### config.mk
export PLATFORM = sky130hd
export DESIGN_NAME = wg_supervisor
export DESIGN_NICKNAME = d
export VERILOG_FILES = /design/src/rtl/wg_pkg.sv /design/src/rtl/wg_supervisor.sv /design/src/rtl/wg_sync.sv /design/src/rtl/wg_timebase.sv
export VERILOG_INCLUDE_DIRS = /design/src /design/src/rtl
export SDC_FILE = /design/constraint.sdc
export NUM_CORES = 1
export LEC_CHECK = 0
export BUFFER_PORTS_ARGS = -buffer_cell sky130_fd_sc_hd__buf_2
export CELL_PAD_IN_SITES_DETAIL_PLACEMENT = 2
export CELL_PAD_IN_SITES_GLOBAL_PLACEMENT = 2
export CORE_MARGIN = 2
export CORE_UTILIZATION = 30
export DETAILED_ROUTE_END_ITERATION = 8
export PLACE_DENSITY_LB_ADDON = 0.12
export SLEW_MARGIN = 25
export SYNTH_ARGS = -nofsm -noshare
export SYNTH_HDL_FRONTEND = slang
export SYNTH_HIERARCHICAL = 1
export SYNTH_SLANG_ARGS = --single-unit
### constraint.sdc
create_clock -name clk -period 4.4 [get_ports clk]
set_input_delay 0.22 -clock clk [delete_from_list [all_inputs] [get_ports clk]]
set_output_delay 0.22 -clock clk [all_outputs]
set_load 0.02 [all_outputs]
### src/rtl/wg_params.svh
`ifndef WG_PARAMS_SVH
`define WG_PARAMS_SVH

// ==========================================================
// Clock and timebase
`define WG_CLK_HZ 250000000
`define WG_OSC_HZ 10240
`define WG_OSC_DIV (`WG_CLK_HZ / `WG_OSC_HZ)

// ==========================================================
// Times in milliseconds, internal oscillator mode
`define WG_T_WD_LONG_MS 1600
`define WG_T_WD_SHORT_MS 100
`define WG_T_RST_STD_MS 50
`define WG_T_RST_LONG_MS 200
`define WG_MS_TO_TICKS(ms) (((ms) * `WG_OSC_HZ) / 1000)

// ==========================================================
// Counts in external clock periods
`define WG_EXT_NORMAL 1024
`define WG_EXT_LONG 4096
`define WG_EXT_RST_STD 512
`define WG_EXT_RST_LONG 2048

// ==========================================================
// Register offsets, byte addresses
`define WG_REG_STATE 8'h00
`define WG_REG_IRQ_STATUS 8'h04
`define WG_REG_IRQ_MASK 8'h08

// ==========================================================
// State register fields
`define WG_ST_RESET_N_BIT 0
`define WG_ST_EXPIRED_N_BIT 1
`define WG_ST_SUPPLY_OK_BIT 2
`define WG_ST_BACKUP_OK_BIT 3
`define WG_ST_LONG_TO_BIT 4
`define WG_ST_EXT_MODE_BIT 5
`define WG_ST_KICK_FLOAT_BIT 6

// ==========================================================
// Interrupt status and mask fields
`define WG_IRQ_WIDTH 3
`define WG_IRQ_EXPIRE_BIT 0
`define WG_IRQ_SUPPLY_FAIL_BIT 1
`define WG_IRQ_RESET_END_BIT 2
`define WG_IRQ_MASK_RST 3'h0

`endif

### src/rtl/wg_pkg.sv
package wg_pkg;

  typedef enum logic [1:0] {
    WG_POWER_HOLD,
    WG_STRETCH,
    WG_RUN
  } wg_state_e;

  typedef struct packed {
    logic supply_ok;
    logic backup_ok;
    logic kick;
    logic kick_float;
    logic src_sel;
    logic tb_in;
    logic mem_sel_n;
  } wg_pins_s;

  typedef logic [14:0] wg_count_t;

  typedef struct packed {
    wg_count_t normal;
    wg_count_t long_to;
    wg_count_t rst;
  } wg_limits_s;

endpackage

### src/rtl/wg_supervisor.sv
// Our own choices: the register addresses and the APB slave port.
`timescale 1ns/1ps
`include "wg_params.svh"
module wg_supervisor #(
  parameter int OSC_DIV = `WG_OSC_DIV,
  parameter bit LONG_RESET = 1'b0,
  parameter bit FIXED_TIMING = 1'b0
) (
  // Clock and reset
  input wire logic clk,
  input wire logic sys_rst,
  // APB slave
  input wire logic psel,
  input wire logic penable,
  input wire logic pwrite,
  input wire logic [7:0] paddr,
  input wire logic [31:0] pwdata,
  output logic [31:0] prdata,
  output logic pready,
  output logic pslverr,
  // Comparator and pin inputs
  input wire logic supply_valid,
  input wire logic backup_ok,
  input wire logic watchdog_kick_in,
  input wire logic kick_floating,
  input wire logic timebase_source_select,
  input wire logic timebase_input,
  input wire logic mem_select_in_n,
  // Supervisory outputs
  output logic reset_out_n,
  output logic reset_out,
  output logic watchdog_expired_n,
  output logic mem_select_out_n,
  // Interrupt
  output logic irq
);

  // ==========================================================
  // Elaboration checks
  generate
    if (OSC_DIV < 2) begin : g_bad_div
      $error("wg_supervisor needs OSC_DIV of at least 2");
    end
  endgenerate

  // ==========================================================
  // Timing limits in timebase ticks
  localparam wg_pkg::wg_count_t INT_LONG = 15'(`WG_MS_TO_TICKS(`WG_T_WD_LONG_MS));
  localparam wg_pkg::wg_count_t INT_SHORT = 15'(`WG_MS_TO_TICKS(`WG_T_WD_SHORT_MS));
  localparam wg_pkg::wg_count_t INT_RST_STD = 15'(`WG_MS_TO_TICKS(`WG_T_RST_STD_MS));
  localparam wg_pkg::wg_count_t INT_RST_LONG = 15'(`WG_MS_TO_TICKS(`WG_T_RST_LONG_MS));
  localparam wg_pkg::wg_count_t EXT_NORMAL = 15'(`WG_EXT_NORMAL);
  localparam wg_pkg::wg_count_t EXT_LONG = 15'(`WG_EXT_LONG);
  localparam wg_pkg::wg_count_t EXT_RST_STD = 15'(`WG_EXT_RST_STD);
  localparam wg_pkg::wg_count_t EXT_RST_LONG = 15'(`WG_EXT_RST_LONG);
  localparam int IW = `WG_IRQ_WIDTH;

  // ==========================================================
  // Declarations
  wg_pkg::wg_pins_s pin_raw;
  wg_pkg::wg_pins_s pin_s;
  wg_pkg::wg_limits_s lim;
  wg_pkg::wg_state_e state_q;
  wg_pkg::wg_state_e state_d;
  wg_pkg::wg_count_t rst_cnt_q;
  wg_pkg::wg_count_t rst_cnt_d;
  wg_pkg::wg_count_t wd_cnt_q;
  wg_pkg::wg_count_t wd_cnt_d;
  wg_pkg::wg_count_t wd_limit;
  logic tick;
  logic ext_mode;
  logic slow_normal;
  logic supply_fail;
  logic kick_prev_q;
  logic kick_edge;
  logic wd_active;
  logic wd_expire;
  logic rst_done;
  logic long_q;
  logic long_d;
  logic reset_n_q;
  logic expired_n_q;
  logic expired_n_d;
  logic mem_sel_n_q;
  logic [IW-1:0] irq_stat_q;
  logic [IW-1:0] irq_stat_d;
  logic [IW-1:0] irq_mask_q;
  logic [IW-1:0] irq_event;
  logic [IW-1:0] irq_clear;
  logic [31:0] prdata_q;
  logic [31:0] rd_mux;
  logic [31:0] state_word;
  logic apb_setup;
  logic apb_access;
  logic apb_write;
  logic hit_state;
  logic hit_stat;
  logic hit_mask;
  logic hit_any;

  // ==========================================================
  // Input synchronisers
  assign pin_raw.supply_ok = supply_valid;
  assign pin_raw.backup_ok = backup_ok;
  assign pin_raw.kick = watchdog_kick_in;
  assign pin_raw.kick_float = kick_floating;
  assign pin_raw.src_sel = timebase_source_select;
  assign pin_raw.tb_in = timebase_input;
  assign pin_raw.mem_sel_n = mem_select_in_n;

  // Supply starts invalid and memory select idle until pins settle
  wg_sync #(
    .WIDTH($bits(wg_pkg::wg_pins_s)),
    .RST_VAL(7'h0D)
  ) u_sync (
    .clk(clk),
    .sys_rst(sys_rst),
    .d(pin_raw),
    .q(pin_s)
  );

  // ==========================================================
  // Timebase
  // Fixed-timing parts ignore the select and always run internally
  assign ext_mode = ~pin_s.src_sel & ~FIXED_TIMING;

  wg_timebase #(
    .OSC_DIV(OSC_DIV)
  ) u_timebase (
    .clk(clk),
    .sys_rst(sys_rst),
    .ext_mode(ext_mode),
    .ext_level(pin_s.tb_in),
    .tick(tick)
  );

  // ==========================================================
  // Timeout and reset period selection
  assign slow_normal = FIXED_TIMING | pin_s.tb_in;
  assign lim.normal = ext_mode ? EXT_NORMAL :
                      (slow_normal ? INT_LONG : INT_SHORT);
  assign lim.long_to = ext_mode ? EXT_LONG : INT_LONG;
  assign lim.rst = ext_mode ? (LONG_RESET ? EXT_RST_LONG : EXT_RST_STD) :
                   (LONG_RESET ? INT_RST_LONG : INT_RST_STD);
  assign wd_limit = long_q ? lim.long_to : lim.normal;

  // ==========================================================
  // Event decode
  assign supply_fail = ~pin_s.supply_ok;
  assign kick_edge = pin_s.kick ^ kick_prev_q;
  assign wd_active = (state_q == wg_pkg::WG_RUN) & ~pin_s.kick_float;
  // A kick in the expiry cycle wins; >= covers a limit that shrinks mid-count
  assign wd_expire = wd_active & tick & ~kick_edge &
                     (wd_cnt_q >= wd_limit - 15'h0001);
  assign rst_done = (state_q == wg_pkg::WG_STRETCH) & tick &
                    (rst_cnt_q >= lim.rst - 15'h0001);

  // ==========================================================
  // Supervisor state
  always_comb begin
    state_d = state_q;
    unique case (state_q)
      wg_pkg::WG_POWER_HOLD: begin
        if (pin_s.supply_ok) begin
          state_d = wg_pkg::WG_STRETCH;
        end
      end
      wg_pkg::WG_STRETCH: begin
        if (supply_fail) begin
          state_d = wg_pkg::WG_POWER_HOLD;
        end else if (rst_done) begin
          state_d = wg_pkg::WG_RUN;
        end
      end
      wg_pkg::WG_RUN: begin
        if (supply_fail) begin
          state_d = wg_pkg::WG_POWER_HOLD;
        end else if (wd_expire) begin
          state_d = wg_pkg::WG_STRETCH;
        end
      end
    endcase
  end

  // ==========================================================
  // Counters and watchdog flags
  always_comb begin
    rst_cnt_d = rst_cnt_q;
    if (state_q != wg_pkg::WG_STRETCH) begin
      rst_cnt_d = '0;
    end else if (tick) begin
      rst_cnt_d = rst_cnt_q + 15'h0001;
    end
  end

  // Count is zero on entry to run, so each reset restarts the watchdog
  always_comb begin
    wd_cnt_d = wd_cnt_q;
    if (state_q != wg_pkg::WG_RUN || kick_edge || pin_s.kick_float) begin
      wd_cnt_d = '0;
    end else if (tick) begin
      wd_cnt_d = wd_cnt_q + 15'h0001;
    end
  end

  // Kicks during reset do not shorten the first timeout
  always_comb begin
    long_d = long_q;
    if (state_q != wg_pkg::WG_RUN) begin
      long_d = 1'b1;
    end else if (kick_edge) begin
      long_d = 1'b0;
    end
  end

  always_comb begin
    expired_n_d = expired_n_q;
    if (supply_fail || pin_s.kick_float) begin
      expired_n_d = 1'b1;
    end else if (kick_edge) begin
      expired_n_d = 1'b1;
    end else if (wd_expire) begin
      expired_n_d = 1'b0;
    end
  end

  always_ff @(posedge clk) begin
    if (sys_rst) begin
      state_q <= wg_pkg::WG_POWER_HOLD;
      rst_cnt_q <= '0;
      wd_cnt_q <= '0;
      long_q <= 1'b1;
      kick_prev_q <= 1'b0;
      expired_n_q <= 1'b1;
      reset_n_q <= 1'b0;
      mem_sel_n_q <= 1'b1;
    end else begin
      state_q <= state_d;
      rst_cnt_q <= rst_cnt_d;
      wd_cnt_q <= wd_cnt_d;
      long_q <= long_d;
      kick_prev_q <= pin_s.kick;
      expired_n_q <= expired_n_d;
      reset_n_q <= (state_d == wg_pkg::WG_RUN);
      mem_sel_n_q <= pin_s.mem_sel_n | supply_fail | ~pin_s.backup_ok;
    end
  end

  // ==========================================================
  // Supervisory outputs
  // Gated select costs five cycles of sync and register; fine for a guard
  assign reset_out_n = reset_n_q;
  assign reset_out = ~reset_n_q;
  assign watchdog_expired_n = expired_n_q;
  assign mem_select_out_n = mem_sel_n_q;

  // ==========================================================
  // APB decode
  assign apb_setup = psel & ~penable;
  assign apb_access = psel & penable;
  assign apb_write = apb_access & pwrite;
  assign hit_state = (paddr == `WG_REG_STATE);
  assign hit_stat = (paddr == `WG_REG_IRQ_STATUS);
  assign hit_mask = (paddr == `WG_REG_IRQ_MASK);
  assign hit_any = hit_state | hit_stat | hit_mask;
  assign pready = 1'b1;
  assign pslverr = apb_access & ~hit_any;

  // ==========================================================
  // Interrupt status
  assign irq_event[`WG_IRQ_EXPIRE_BIT] = wd_expire;
  assign irq_event[`WG_IRQ_SUPPLY_FAIL_BIT] = (state_q != wg_pkg::WG_POWER_HOLD) &
                                               (state_d == wg_pkg::WG_POWER_HOLD);
  assign irq_event[`WG_IRQ_RESET_END_BIT] = rst_done & ~supply_fail;
  assign irq_clear = (apb_write && hit_stat) ? pwdata[IW-1:0] : '0;
  // New events win over a same-cycle clear
  assign irq_stat_d = (irq_stat_q & ~irq_clear) | irq_event;
  assign irq = |(irq_stat_q & irq_mask_q);

  always_ff @(posedge clk) begin
    if (sys_rst) begin
      irq_stat_q <= '0;
      irq_mask_q <= `WG_IRQ_MASK_RST;
    end else begin
      irq_stat_q <= irq_stat_d;
      if (apb_write && hit_mask) begin
        irq_mask_q <= pwdata[IW-1:0];
      end
    end
  end

  // ==========================================================
  // Read data
  always_comb begin
    state_word = '0;
    state_word[`WG_ST_RESET_N_BIT] = reset_n_q;
    state_word[`WG_ST_EXPIRED_N_BIT] = expired_n_q;
    state_word[`WG_ST_SUPPLY_OK_BIT] = pin_s.supply_ok;
    state_word[`WG_ST_BACKUP_OK_BIT] = pin_s.backup_ok;
    state_word[`WG_ST_LONG_TO_BIT] = long_q;
    state_word[`WG_ST_EXT_MODE_BIT] = ext_mode;
    state_word[`WG_ST_KICK_FLOAT_BIT] = pin_s.kick_float;
  end

  assign rd_mux = hit_state ? state_word :
                  hit_stat ? {{(32-IW){1'b0}}, irq_stat_q} :
                  hit_mask ? {{(32-IW){1'b0}}, irq_mask_q} : 32'h0000_0000;

  // Captured in setup so read data comes from a flop in the access phase
  always_ff @(posedge clk) begin
    if (sys_rst) begin
      prdata_q <= 32'h0000_0000;
    end else if (apb_setup) begin
      prdata_q <= pwrite ? 32'h0000_0000 : rd_mux;
    end
  end

  assign prdata = prdata_q;

endmodule // wg_supervisor

### src/rtl/wg_sync.sv
`timescale 1ns/1ps
module wg_sync #(
  parameter int WIDTH = 1,
  parameter logic [WIDTH-1:0] RST_VAL = '0
) (
  // Clock and reset
  input wire logic clk,
  input wire logic sys_rst,
  // Asynchronous levels in, settled levels out
  input wire logic [WIDTH-1:0] d,
  output logic [WIDTH-1:0] q
);

  generate
    if (WIDTH < 1) begin : g_bad
      $error("wg_sync needs WIDTH of at least 1");
    end
  endgenerate

  logic [WIDTH-1:0] s1_q;
  logic [WIDTH-1:0] s2_q;
  logic [WIDTH-1:0] s3_q;

  genvar i;
  generate
    for (i = 0; i < WIDTH; i++) begin : g_bit
      // A change counts only once the second and third stages agree
      always_ff @(posedge clk) begin
        if (sys_rst) begin
          s1_q[i] <= RST_VAL[i];
          s2_q[i] <= RST_VAL[i];
          s3_q[i] <= RST_VAL[i];
          q[i] <= RST_VAL[i];
        end else begin
          s1_q[i] <= d[i];
          s2_q[i] <= s1_q[i];
          s3_q[i] <= s2_q[i];
          if (s2_q[i] == s3_q[i]) begin
            q[i] <= s3_q[i];
          end
        end
      end
    end
  endgenerate

endmodule // wg_sync

### src/rtl/wg_timebase.sv
`timescale 1ns/1ps
module wg_timebase #(
  parameter int OSC_DIV = 24414
) (
  // Clock and reset
  input wire logic clk,
  input wire logic sys_rst,
  // Source choice and settled external clock level
  input wire logic ext_mode,
  input wire logic ext_level,
  // One-cycle tick per timebase period
  output logic tick
);

  localparam int DW = $clog2(OSC_DIV);

  generate
    if (OSC_DIV < 2) begin : g_bad
      $error("wg_timebase needs OSC_DIV of at least 2");
    end
  endgenerate

  logic [DW-1:0] div_q;
  logic ext_prev_q;
  logic div_wrap;
  logic ext_rise;

  assign div_wrap = (div_q == DW'(OSC_DIV - 1));
  assign ext_rise = ext_level & ~ext_prev_q;
  // Internal divider stands still in external mode to save toggling
  assign tick = ext_mode ? ext_rise : div_wrap;

  always_ff @(posedge clk) begin
    if (sys_rst) begin
      div_q <= '0;
      ext_prev_q <= 1'b0;
    end else begin
      ext_prev_q <= ext_level;
      if (ext_mode || div_wrap) begin
        div_q <= '0;
      end else begin
        div_q <= div_q + DW'(1);
      end
    end
  end

endmodule // wg_timebase

# Word-level counts from Yosys, hierarchy flattened
# Cells that the tools add are included.
[word_totals]
reg_bits = 119
inputBits = 52
out_inout_bits = 39
wordCells = 125
[classes]
n_addsub = 4
n_lt_le_gt_ge = 2
n_eq_ne = 15
n_mux = 16
bitwise = 31
reduce_logical = 16
[op_table]
columns = ["cell", "n"]
rows = [
  ["15-bit two-way mux", 4],
  ["15-bit by 1-bit adder with 15-bit output (second input constant)", 3],
  ["15-bit == test (second input constant)", 1],
  ["15-bit greater-or-equal comparator", 1],
  ["15-bit by 9-bit greater-or-equal comparator with 1-bit output (second input constant)", 1],
  ["15-bit by 1-bit subtractor with 15-bit output (second input constant)", 1],
  ["7-bit two-way mux", 2],
  ["1-bit AND", 13],
  ["2-bit two-way mux", 5],
  ["3-bit two-way mux", 3],
  ["1-bit NOT", 9],
  ["8-bit by 3-bit == test with 1-bit output (second input constant)", 1],
  ["8-bit by 4-bit == test with 1-bit output (second input constant)", 1],
  ["8-bit logical NOT", 1],
  ["2-bit OR reduction", 4],
  ["1-bit == test", 7],
  ["3-bit AND", 2],
  ["2-bit one-hot mux with 3 select lines", 1],
  ["3-bit OR reduction", 2],
  ["2-bit == test (second input constant)", 2],
  ["2-bit logical NOT", 2],
  ["1-bit logical OR", 4],
  ["1-bit OR", 4],
  ["3-bit NOT", 1],
  ["8 further kinds", 9],
]

# Depth between registers and ports, before layout
# Gate-level depths: netlist (run 1).
[logic_depth]
depth_word = 12
depth_mapped = 13
ltp_nobuf = 12

# Hierarchy
# The synthesis (run 1) kept the hierarchy.
[by_module_without_submodules]
columns = ["module", "n_inst", "cells_per_inst", "area_per_inst_um2", "seq_area_each_um2"]
rows = [
  ["wg_supervisor", 1, 302, 2601.2, 1001.0],
  ["wg_sync", 1, 72, 828.3, 560.5],
  ["wg_timebase", 1, 83, 769.5, 320.3],
]

# Least setup slack after synthesis (run 1)
# Ideal clock, no wire load.
[synth_path]
path_type = "flip-flop to flip-flop"
startpoint = "register u_timebase.div_q[0]"
endpoint = "register rst_cnt_q[11]"
arrival_ns = 2.296
required_time_ns = 4.272
slack_ns = 1.976
stages_incl_launch_ff = 13
n_path_buf = 1
synth_period_minus_slack_ns = 2.424
cell_sequence = "dfxtp_1 > ha_1 > nand4b_1 > nor4_2 > nand2_1 > o21ai_0 > buf_2 > nand4_1 > nor2_1 > and2_1 > nand4_1 > xor2_1 > nor2_1"
[synth_between]
elab_chain_cells = 2
[synth_lines]
columns = ["item", "line", "rtl"]
rows = [
  ["from (decl)", "wg_timebase.sv:23", "logic [DW-1:0] div_q;"],
  ["from (signal assigned)", "wg_timebase.sv:42", "div_q <= div_q + DW'(1);"],
  ["15-bit == test", "wg_timebase.sv:28", "assign div_wrap = (div_q == DW'(OSC_DIV - 1));"],
  ["1-bit two-way mux", "wg_timebase.sv:31", "assign tick = ext_mode ? ext_rise : div_wrap;"],
  ["via tick", "wg_supervisor.sv:70", "logic tick;"],
  ["to (signal assigned)", "wg_supervisor.sv:239", "rst_cnt_q <= rst_cnt_d;"],
  ["to (decl)", "wg_supervisor.sv:65", "wg_pkg::wg_count_t rst_cnt_q;"],
]
# The timed path passes the listed nets, and every way through them passes these cells.
# A chain may end at the register's enable or synchronous reset.

# Worst setup path after layout (run 1)
[layout_path]
startpoint = "register u_timebase.div_q[0]"
endpoint = "register irq_stat_q[1]"
[layout_between]
elab_chain_cells = 11
elab_cells_between_ends = 15
cone_classes = "eq/ne: 1; mux: 6; bitwise: 7; reduce/logical: 1"
[layout_lines]
columns = ["item", "line", "rtl"]
rows = [
  ["15-bit == test *", "wg_timebase.sv:28", ""],
  ["1-bit two-way mux *", "wg_timebase.sv:31", ""],
  ["via tick", "wg_supervisor.sv:70", ""],
  ["1-bit AND (3 in series)", "wg_supervisor.sv:153", "assign wd_expire = wd_active & tick & ~kick_edge &"],
  ["2-bit two-way mux", "wg_supervisor.sv:178", "end else if (wd_expire) begin"],
  ["2-bit two-way mux", "wg_supervisor.sv:176", "if (supply_fail) begin"],
  ["2-bit one-hot mux with 3 select lines *", "wg_supervisor.sv:162", "unique case (state_q)"],
  ["2-bit logical NOT *", "wg_supervisor.sv:273", "(state_d == wg_pkg::WG_POWER_HOLD);"],
  ["1-bit AND *", "wg_supervisor.sv:272", "assign irq_event[`WG_IRQ_SUPPLY_FAIL_BIT] = (state_q != wg_pkg::WG_POWER_HOLD) &"],
  ["3-bit OR *", "wg_supervisor.sv:277", "assign irq_stat_d = (irq_stat_q & ~irq_clear) | irq_event;"],
  ["to (signal assigned)", "wg_supervisor.sv:285", "irq_stat_q <= irq_stat_d;"],
  ["to (decl)", "wg_supervisor.sv:85", "logic [IW-1:0] irq_stat_q;"],
]
# The timed path passes the listed nets; every way through them passes the cells marked *.

==> results of run 1 <==
-- worst max-delay path by stage --
| stage | start | to | slack, ps | cells past startpoint |
|---|---|---|---|---|
| 4_1_cts | u_timebase/div_q[0]$_SDFF_PP0_ | irq_stat_q[1]$_SDFF_PP0_ | 1550 | 11 |
| 5_1_grt | u_timebase/div_q[0]$_SDFF_PP0_ | irq_stat_q[1]$_SDFF_PP0_ | 1430 | 11 |
| 2_1_floorplan | u_timebase/div_q[0]$_SDFF_PP0_ | rst_cnt_q[11]$_SDFFE_PP0P_ | 1980 | 12 |
| 3_5_place_dp | u_timebase/div_q[0]$_SDFF_PP0_ | irq_stat_q[1]$_SDFF_PP0_ | 1560 | 11 |
| 3_3_place_gp | u_timebase/div_q[0]$_SDFF_PP0_ | irq_stat_q[1]$_SDFF_PP0_ | 1590 | 11 |
| 6_report | u_timebase/div_q[0]$_SDFF_PP0_ | irq_stat_q[1]$_SDFF_PP0_ | 1590 | 11 |
-- where the power goes --
| part | internal (mW) | total (mW) | switching, mW |
|---|---|---|---|
| clock network | 0.397 | 0.765 | 0.368 |
| registers | 0.861 | 0.867 | 0.00628 |
| logic | 0.0193 | 0.0634 | 0.0441 |
| total | 1.28 | 1.70 | 0.418 |
-- cells by family (layout without fill, tap and decap cells) --
logic type	after synthesis	after routing	share of synthesized area (%)
buffers and inverters	50	63	7.69
other	2	27	0.179
DFF	94	94	44.8
adders and majority gates	10	10	2.98
xor gates and xnor gates	40	40	8.34
AOI/OAI and AO/OA	51	51	8.02
and+or+nand+nor	201	201	25.8
muxes	9	9	2.15
-- routing by layer --
| layer | track usage, % | vias to the layer above |
|---|---|---|
| met3 | 3.35 | 11 |
| met1 | 15.4 | 1529 |
| met5 | 0 | - |
| met2 | 22.4 | 31 |
| li1 | - | 1556 |
| met4 | 6.47 | 0 |
-- area by class of cell --
type                       instances  area share (%)
clock buffer                       9            4.78
clock inverter                     7            1.33
inverter                          11           0.877
multi-input combinational        338            44.4
sequential                        94            40.0
tap                              180            4.78
timing repair buffer              36            3.88
-- through the flow --
step | utilization (%) | setup WS [ps] | power, mW | cells
after global routing | 34.2 | 1430 | 1.78 | 675
after CTS | 34.2 | 1550 | 1.74 | 675
after detailed placement | 32.1 | 1560 | 0.951 | 659
after global placement | 32.1 | 1590 | 0.949 | 659
final | 34.2 | 1590 | 1.70 | 675
after floorplan | - | 1980 | 0.952 | 482
-- registers in the layout, summed over array words and instances (netlist names) --
register               count
irq_mask_q                 3
irq_stat_q                 3
kick_prev_q                1
long_q                     1
mem_select_out_n           1
prdata                     7
reset_out_n                1
rst_cnt_q                 15
state_q                    2
u_sync/q                   7
u_sync/s1_q                7
u_sync/s2_q                7
u_sync/s3_q                7
u_timebase/div_q          15
u_timebase/ext_prev_q      1
watchdog_expired_n         1
wd_cnt_q                  15
-- worst max-delay path: cells and delay by family, from the launching register on --
kind | cells | cell delay, ps
compound gates | 4 | 1060
buf+inv | 1 | 230
simple gates | 5 | 850
flops | 1 | 390
fa+ha+maj | 1 | 170
-- placed cells by master (no fill, tap or decap), types with 7 or more instances in the layout --
master | synthesis | routed
inv_1 | 11 | 11
buf_2 | 3 | 35
a21oi_1 | 18 | 18
o21ai_0 | 11 | 10
nand3_1 | 19 | 19
nor2_1 | 66 | 66
and2b_1 | 8 | 8
nand4_1 | 11 | 11
nor2b_1 | 12 | 12
xor2_1 | 21 | 21
mux2i_1 | 9 | 9
nand2_1 | 33 | 33
or2_1 | 9 | 9
clkbuf_16 | 0 | 9
ha_1 | 10 | 10
conb_1 | 2 | 27
xnor2_1 | 19 | 19
and3_1 | 7 | 7
dfxtp_1 | 94 | 94
==> out/results.txt, run 1 <==
Largest net degree at the start of global routing - 53
P_leak - 1.75 nW
Hold Crit Class - in -> reg
Critical Path Source Type - flop
Sequential area share after synthesis - 44.8%
Hold slack - 36.1 ps
Area of the multi-input gates - 2090 um2
Final GP Congestion - 0.757
Layout cell share with drive strength beyond 1 - 13.9%
Final hold vios - 0
M1 wire length - 4.02 mm
Most used cell, CP - nand4b_1
Clk_skew - 8.10 ps
Setup CP Type - reg -> reg
Die area - 15,000 um2
Setup TNS - 0 ps
Top cells by area, synth - dfxtp_1 (45%), nor2_1 (5.9%), buf_4 (4.8%), xor2_1 (4.4%), xnor2_1 (4.0%)
Cell with the most instances after synthesis - dfxtp_1
WL/cell - 13.6 um
Tightest Pin Transition - 859 ps
Core area - 13,800 um2
Final period utilization - 63.8%
Total CTS buffers - 9
WHS Endpoint - u_sync/s1_q[3]$_SDFF_PP1_
Status - finished, final reports clean
Die Span Y - 122 um
Met3 Wirelength - 232 um
Depth of the CTS H-tree - 3
Maximum buffer depth of the clock tree - 2
I/O Buffers - 35
Maximum clock rate - 356 MHz
Number of synthesized register bits - 94
Worst hold path depth - 2
Vias per std cell - 4.63
Worst reg-to-reg path cell count - 11
N_diodes - 0
Max-slew violations - 0
Crit Path Max Fanout - 14
First-pass DRT Iterations - 4
Nets - 552
R2r setup slk - 1590 ps
Synth top area share - 44.8%
Pwr dens - 360 nW/um2
DP Wirelength - 6.59 mm
# setup viols final - 0
RSZ-0062 raised after global routing - no
MaxCap Viol Count - 0
DRC Markers - 0
Critical-path cell list - ha_1 > nand4b_1 > nor4_2 > nand2_1 > o21ai_1 > buf_4 > nand4b_1 > nor2b_1 > a31oi_1 > a311o_1 > a32o_1
Relative slew margins - 42.7%
Initial antenna violation count - 0
Final ANT Viol Nets - 0
Die X - 122 um
Top Layer Used - met4
Grt ovf - 0
Top_reg_cell synth - dfxtp_1
Postcts setup bufs - 0
CP required - 4640 ps
Starting DRT DRC Count - 93
Synth cell types - 54
Min Tclk post-route - 2810 ps
P&R area growth vs syn - 12.1%
CP arrival - 3050 ps
Row cnt - 43
Largest area contributor in the netlist - dfxtp_1
Critical Path Sink Type - flop
Total clock sinks - 94
DR WL met2 - 4.71 mm
Worst r2r src - u_timebase/div_q[0]$_SDFF_PP0_
Slowest cell on the critical path - a311o_1
Synth top cells by count - dfxtp_1 (94), nor2_1 (66), nand2_1 (33)
Synthesized area - 4200 um2
Via Count - 3,127
Max rail drop VDD - 0.249 mV
YS warnings - 6
CTS tree - done
Avg Inst Size Synth - 9.19 um2
Worst R2R End - irq_stat_q[1]$_SDFF_PP0_
Largest stage delay on the critical path - 450 ps
First-pass GRT wire length - 15.5 mm
Final Cell Area - 4710 um2
Filler cells - 1,578
Storage cell area - 1880 um2
Hold_sp - kick_floating
Ys async rst share - 0%
Final WL - 9.17 mm
Clk root buf - clkbuf_16
Cts repair resizes - 0
CTS Hold Bufs - 0
Overall Global Routing Usage - 13.2%
Clock-pin slew on the worst setup and hold paths - 70 ps
Placed Area - 4420 um2
EDFF count, synth - 0
Worst-skew pair later-pin latency - 350 ps
Mapped Cells - 457
I/O pin total - 91
Vias in the first global route - 3,203
Starting Density - 30.5%
Power figures use the tool's default switching activity.
==> run 2: changes to the inputs <==
==> constraint.sdc (replaced) <==
create_clock -name clk -period 2.7 [get_ports clk]
set_input_delay 0.135 -clock clk [delete_from_list [all_inputs] [get_ports clk]]
set_output_delay 0.135 -clock clk [all_outputs]
set_load 0.02 [all_outputs]
==> run 2 against run 1 <==
Net effect:
- first-iteration DRC count is 25% higher
- via count grew 3.1%
- global-route usage rose by 0.10 points
- clock-buffer cell count increased by 1
- clock skew increased by 2.3 ps
- clock power is 69% higher
- critical path depth up 1
- critical endpoint is now wd_cnt_q[14]$_SDFFE_PP0P_
==> out/results.txt, run 2 (synthesis results as in run 1) <==
Status - finished, final reports clean
P_leak - 1.83 nW (+4.6%)
Switching Fraction - 24.9% (+0.20 points)
Clk pwr share - 45.8% (+0.7 points)
Commonest non-fill, non-tap cells in the layout - dfxtp_1 (94), nor2_1 (65), buf_2 (35)
Worst hold path depth - 3 (+1)
Layout cell share with drive strength beyond 1 - 15.7% (+1.7 points)
Starting Density - 30.5% (unchanged)
Die area - 15,000 um2 (unchanged)
Die X - 122 um (unchanged)
Critical Path Sink Type - flop
Final ANT Viol Nets - 0 (unchanged)
Int Pwr - 2.12 mW (+66%)
Maximum clock rate - 409 MHz (+15%)
Total CTS buffers - 9 (unchanged)
Clk root buf - clkbuf_16
Maximum buffer depth of the clock tree - 2 (unchanged)
Nets - 568 (+2.9%)
Final hold vios - 0 (unchanged)
Starting DRT DRC Count - 116 (+25%)
First-pass DRT Iterations - 4 (unchanged)
MaxCap Viol Count - 0 (unchanged)
Layout Cells excl Fill - 691 (+2.4%)
Crit path max-delay family - simple AND/OR/NAND/NOR gates
Final WL - 9.22 mm (+0.59%)
R2r setup slk - 250 ps (-1340 ps)
Most common cell after layout, fill and taps aside - dfxtp_1
Worst-skew pair later-pin latency - 360 ps (about the same)
Final period utilization - 90.6% (+27 points)
Min Tclk post-route - 2450 ps (-363 ps)
Clk_skew - 10.4 ps (+2.29 ps)
DRC Markers - 0 (unchanged)
First-pass GRT wire length - 15.6 mm (+0.85%)
Worst R2R End - wd_cnt_q[14]$_SDFFE_PP0P_
Sequential power share - 50.0% (-1.1 points)
RSZ-0062 raised after global routing - no
Largest net degree at the start of global routing - 41 (-23%)
Setup CP Type - reg -> reg
Critical-path cell list - inv_1 > ha_1 > nand4b_1 > nor4_4 > nand2_1 > o21ai_2 > buf_4 > nand4_1 > nor2_1 > nand3_1 > or3_1 > a21oi_1
Depth of the CTS H-tree - 3 (unchanged)
Pwr dens - 579 nW/um2 (+61%)
Via Count - 3,225 (+3.1%)
Vias per std cell - 4.67 (+0.75%)
Clock-pin slew on the worst setup and hold paths - 70 ps (about the same)
Vias in the first global route - 3,336 (+4.2%)
# setup viols final - 0 (unchanged)
N_diodes - 0 (unchanged)
Setup TNS - 0 ps (unchanged)
DP Wirelength - 6.61 mm (+0.31%)
Largest registers - rst_cnt_q x15, u_timebase/div_q x15, wd_cnt_q x15
CTS tree - done
Hold Crit Class - in -> reg
Worst reg-to-reg path cell count - 12 (+1)
Post-Place Cells - 667 (+1.2%)
Max rail drop VDD - 0.388 mV (+56%)
Initial antenna violation count - 0 (unchanged)
P&R area growth vs syn - 15.9%
CP arrival - 2730 ps (-320 ps)
Row cnt - 43 (unchanged)
Critical Path Source Type - flop
Combinational share of power - 4.2% (+0.5 points)
I/O pin total - 91 (unchanged)
Die Span Y - 122 um (unchanged)
Hold_sp - pwdata[2]
WHS Endpoint - irq_mask_q[2]$_SDFFE_PP0P_
Final GP Congestion - 0.759 (+0.29%)
CP bufs+invs - 2 (+1)
Switching Power - 0.702 mW (+68%)
Relative slew margins - 59.3% (+17 points)
WL/cell - 13.3 um (-1.7%)
Core area - 13,800 um2 (unchanged)
Overall Global Routing Usage - 13.3% (+0.10 points)
Worst r2r src - u_timebase/div_q[1]$_SDFF_PP0_
Slowest cell on the critical path - or3_1
CP required - 2980 ps (-1660 ps)
Max-slew violations - 0 (unchanged)
Total clock sinks - 94 (unchanged)
Tightest Pin Transition - 610 ps (-249 ps)
Crit Path Max Fanout - 8 (-6)
Grt ovf - 0 (unchanged)
Largest stage delay on the critical path - 390 ps (-60 ps)
I/O Buffers - 35 (unchanged)
==> run 2: worst max-delay path by stage <==
stage / start / to / slack, ps / cells past startpoint
after floorplan: u_timebase/div_q[0]$_SDFF_PP0_ / rst_cnt_q[11]$_SDFFE_PP0P_ / 280 / 12
after global placement: u_timebase/div_q[1]$_SDFF_PP0_ / rst_cnt_q[13]$_SDFFE_PP0P_ / 130 / 13
after detailed placement: u_timebase/div_q[1]$_SDFF_PP0_ / wd_cnt_q[12]$_SDFFE_PP0P_ / 2 / 12
after CTS: u_timebase/div_q[1]$_SDFF_PP0_ / wd_cnt_q[12]$_SDFFE_PP0P_ / 30 / 12
after global routing: u_timebase/div_q[1]$_SDFF_PP0_ / wd_cnt_q[14]$_SDFFE_PP0P_ / 10 / 12
final: u_timebase/div_q[1]$_SDFF_PP0_ / wd_cnt_q[14]$_SDFFE_PP0P_ / 250 / 12
==> run 2: repair_timing <==
item                       4_1_cts  5_1_grt
setup buffers                    0        1
resized for setup                1        2
setup endpoints to repair        1       11
hold endpoints to repair         7        0
hold buffers                     7        0
pin swaps                        0        1
==> run 2: cell type report <==
class,instances,area (um2)
timing repair buffer,52,320
multi-input combinational,338,2100
inverter,11,41.3
clock inverter,6,57.6
clock buffer,10,239
sequential,94,1880
fill,1599,8900
tap,180,225
==> run 2: worst register-to-register path, stage by stage (launching register included) <==
cell      delay, ps
dfxtp_1         330
inv_1            60
ha_1            160
nand4b_1        170
nor4_4          200
nand2_1         120
o21ai_2         170
buf_4           200
nand4_1         120
nor2_1          150
nand3_1         180
or3_1           390
a21oi_1         140
==> run 2: stage by stage <==
stage	utilization, %	hold WS (ps)	total power, mW	setup WS [ps]	area [um2]
floorplan	-	207	1.55	276	4290
CTS	35.2	27.5	2.87	32.0	4850
global route	35.3	51.7	2.95	13.0	4870
global placement	32.5	310	1.55	133	4480
detailed placement	32.5	320	1.56	2.04	4480
finish	35.3	33.1	2.82	254	4870
==> run 2: power groups by stage <==
| stage | combinational [mW] | sequential [mW] | clock (mW) |
|---|---|---|---|
| floorplan | 0.111 | 1.44 | 0 |
| global placement | 0.109 | 1.44 | 0 |
| detailed placement | 0.113 | 1.44 | 0 |
| CTS | 0.120 | 1.41 | 1.33 |
| global route | 0.134 | 1.41 | 1.40 |
| finish | 0.120 | 1.41 | 1.29 |
==> run 2: routing by layer <==
layer	part of all wire (%)	wire, um	track usage (%)
met1	46	4220	16.0
met2	49	4540	21.9
met3	2.7	249	3.58
met4	2.3	208	6.32
met5	0	0	0
==> run 3: changes to the inputs <==
--- a/config.mk
+++ b/config.mk
@@ -12,6 +12,7 @@
 export CORE_MARGIN = 2
 export CORE_UTILIZATION = 30
 export DETAILED_ROUTE_END_ITERATION = 8
+export GPL_TIMING_DRIVEN = 0
 export PLACE_DENSITY_LB_ADDON = 0.12
 export SLEW_MARGIN = 25
 export SYNTH_ARGS = -nofsm -noshare
==> run 3 against run 2 <==
Net effect:
- via count is 3.2% higher
- hold slack worse by 10 ps
- sequential share of layout area is 2.3 points lower
- design area is 6.6% higher
- worst setup slack worse by 140 ps
- sequential power hardly changed
- first-iteration DRC count is 23% lower
- critical path type unchanged
- largest cell class unchanged
- highest routed layer unchanged
==> out/results.txt, run 3 (synthesis results as in run 1) <==
Status - finished, final reports clean
I/O pin total - 91 (unchanged)
Setup CP Type - reg -> reg
Grt ovf - 0 (unchanged)
Hold Crit Class - in -> reg
Tightest Pin Transition - 552 ps (-58.5 ps)
# setup viols final - 0 (unchanged)
Critical Path Sink Type - flop
Vias per std cell - 4.58 (-1.8%)
Clk root buf - clkbuf_16
Largest registers - rst_cnt_q x15, u_timebase/div_q x15, wd_cnt_q x15
Most common cell after layout, fill and taps aside - dfxtp_1
Total CTS buffers - 9 (unchanged)
Worst-skew pair later-pin latency - 360 ps (about the same)
P_leak - 2.01 nW (+9.9%)
Clock-pin slew on the worst setup and hold paths - 70 ps (about the same)
Clk_skew - 8.34 ps (-2.05 ps)
Filler cells - 1,543 (-3.5%)
WL/cell - 13.5 um (+1.5%)
Nets - 603 (+6.2%)
Row cnt - 43 (unchanged)
Overall power - 2.91 mW (+3.2%)
Starting DRT DRC Count - 89 (-23%)
Hold_sp - watchdog_kick_in
Largest stage delay on the critical path - 340 ps (-50 ps)
Placed Area - 4690 um2 (+4.7%)
Via Count - 3,327 (+3.2%)
First-pass DRT Iterations - 4 (unchanged)
Depth of the CTS H-tree - 3 (unchanged)
Crit Path Max Fanout - 4 (-4)
Final ANT Viol Nets - 0 (unchanged)
CTS tree - done
Final Cell Area - 5190 um2 (+6.6%)
Overall Global Routing Usage - 13.9% (+0.59 points)
Layout cell share with drive strength beyond 1 - 22.2% (+6.5 points)
Largest net degree at the start of global routing - 19 (-54%)
Die Span Y - 122 um (unchanged)
P&R area growth vs syn - 23.5%
Critical Path Source - u_timebase/div_q[1]$_SDFF_PP0_
First-pass GRT wire length - 16.3 mm (+4.3%)
I/O Buffers - 34 (-2.9%)
Die area - 15,000 um2 (unchanged)
Max rail drop VDD - 0.297 mV (-23%)
CP arrival - 2830 ps (+100 ps)
Total clock sinks - 94 (unchanged)
Most used cell, CP - nand4b_1
Initial antenna violation count - 0 (unchanged)
Crit path max-delay family - simple AND/OR/NAND/NOR gates
Die X - 122 um (unchanged)
Max-slew violations - 0 (unchanged)
CP required - 2950 ps (-30 ps)
Util after Layout - 37.7% (+2.3 points)
Core area - 13,800 um2 (unchanged)
N_diodes - 0 (unchanged)
DRC Markers - 0 (unchanged)
Final hold vios - 0 (unchanged)
Commonest non-fill, non-tap cells in the layout - dfxtp_1 (92), nor2_1 (63), buf_2 (36)
Min Tclk post-route - 2580 ps (+139 ps)
CP bufs+invs - 1 (-1)
Area of the multi-input gates - 2150 um2 (+2.1%)
Storage cell area - 1880 um2 (+0.13%)
Maximum buffer depth of the clock tree - 2 (unchanged)
Maximum clock rate - 387 MHz (-5.4%)
DP Wirelength - 7.13 mm (+7.9%)
Final WL - 9.83 mm (+6.6%)
Final GP Congestion - 0.746 (-1.7%)
Relative slew margins - 63.2% (+3.9 points)
MaxCap Viol Count - 0 (unchanged)
Starting Density - 30.5% (unchanged)
Critical-path cell list - inv_1 > ha_2 > nand4b_1 > nor4_4 > nand2_2 > o21ai_4 > nand4b_1 > nor2b_2 > a31oi_4 > a311o_1 > a32o_1
Pwr dens - 561 nW/um2 (-3.1%)
Vias in the first global route - 3,421 (+2.5%)
Worst r2r src - u_timebase/div_q[1]$_SDFF_PP0_
Final period utilization - 95.7% (+5.1 points)
Critical Path Source Type - flop
Slowest cell on the critical path - dfxtp_2
run 3: cell types whose count changed in the layout (fill, tap and decap cells not counted), sizes merged:
cell | before | now
bufinv | 0 | 1
buf | 45 | 76
dlygate4sd3 | 7 | 6
clkbuf | 10 | 14
run 3: metal layers:
layer / vias up / track usage [%] / wire length, um / share of wire (%)
li1: 1666 / - / - / -
met1: 1624 / 16.3 / 4280 / 43
met2: 28 / 23.8 / 5160 / 52
met3: 9 / 3.81 / 258 / 2.6
met4: 0 / 5.60 / 136 / 1.4
met5: - / 0 / 0 / 0
run 3: path summary, 6_finish.rpt:
kind,end,slack [ps],cells after the start
hold reg to reg,u_sync/s2_q[3]$_SDFF_PP1_,410,1
hold / removal,u_sync/s1_q[4]$_SDFF_PP0_,20,2
setup reg to reg,irq_stat_q[1]$_SDFF_PP0_,120,11
setup / recovery,irq_stat_q[1]$_SDFF_PP0_,120,11
run 3: power by group:
group          leakage [nW]  internal, mW  switching [mW]
sequential            0.762          1.40         0.00867
clock                 0.156         0.743           0.599
combinational          1.10        0.0716          0.0860
run 3: timing repair:
action	4_1_cts	5_1_grt
hold endpoints to repair	6	0
setup buffers	1	7
gates resized for setup	5	13
hold buffers	6	0
pin swaps	2	8
setup endpoints to repair	30	9
run 3: layout make-up:
type,instances,share of cell area (%)
plain buffers,39,5.55
clock buffers,9,4.34
clock inverters,7,1.66
inverters,11,0.796
multi-input cells,338,41.4
flip-flops and latches,94,36.3
well taps,180,4.34
repair buffers,48,5.60
run 3: metrics by stage:
step           worst slack [ps]  TNS, ps  hold slack [ps]  std cells
2_1_floorplan               276        0              207        482
3_3_place_gp               -577    -6080              310        696
3_5_place_dp               -602    -7210              318        696
4_1_cts                    22.9        0             13.6        719
5_1_grt                   -74.8     -312             33.2        726
6_report                    116        0             22.9        726
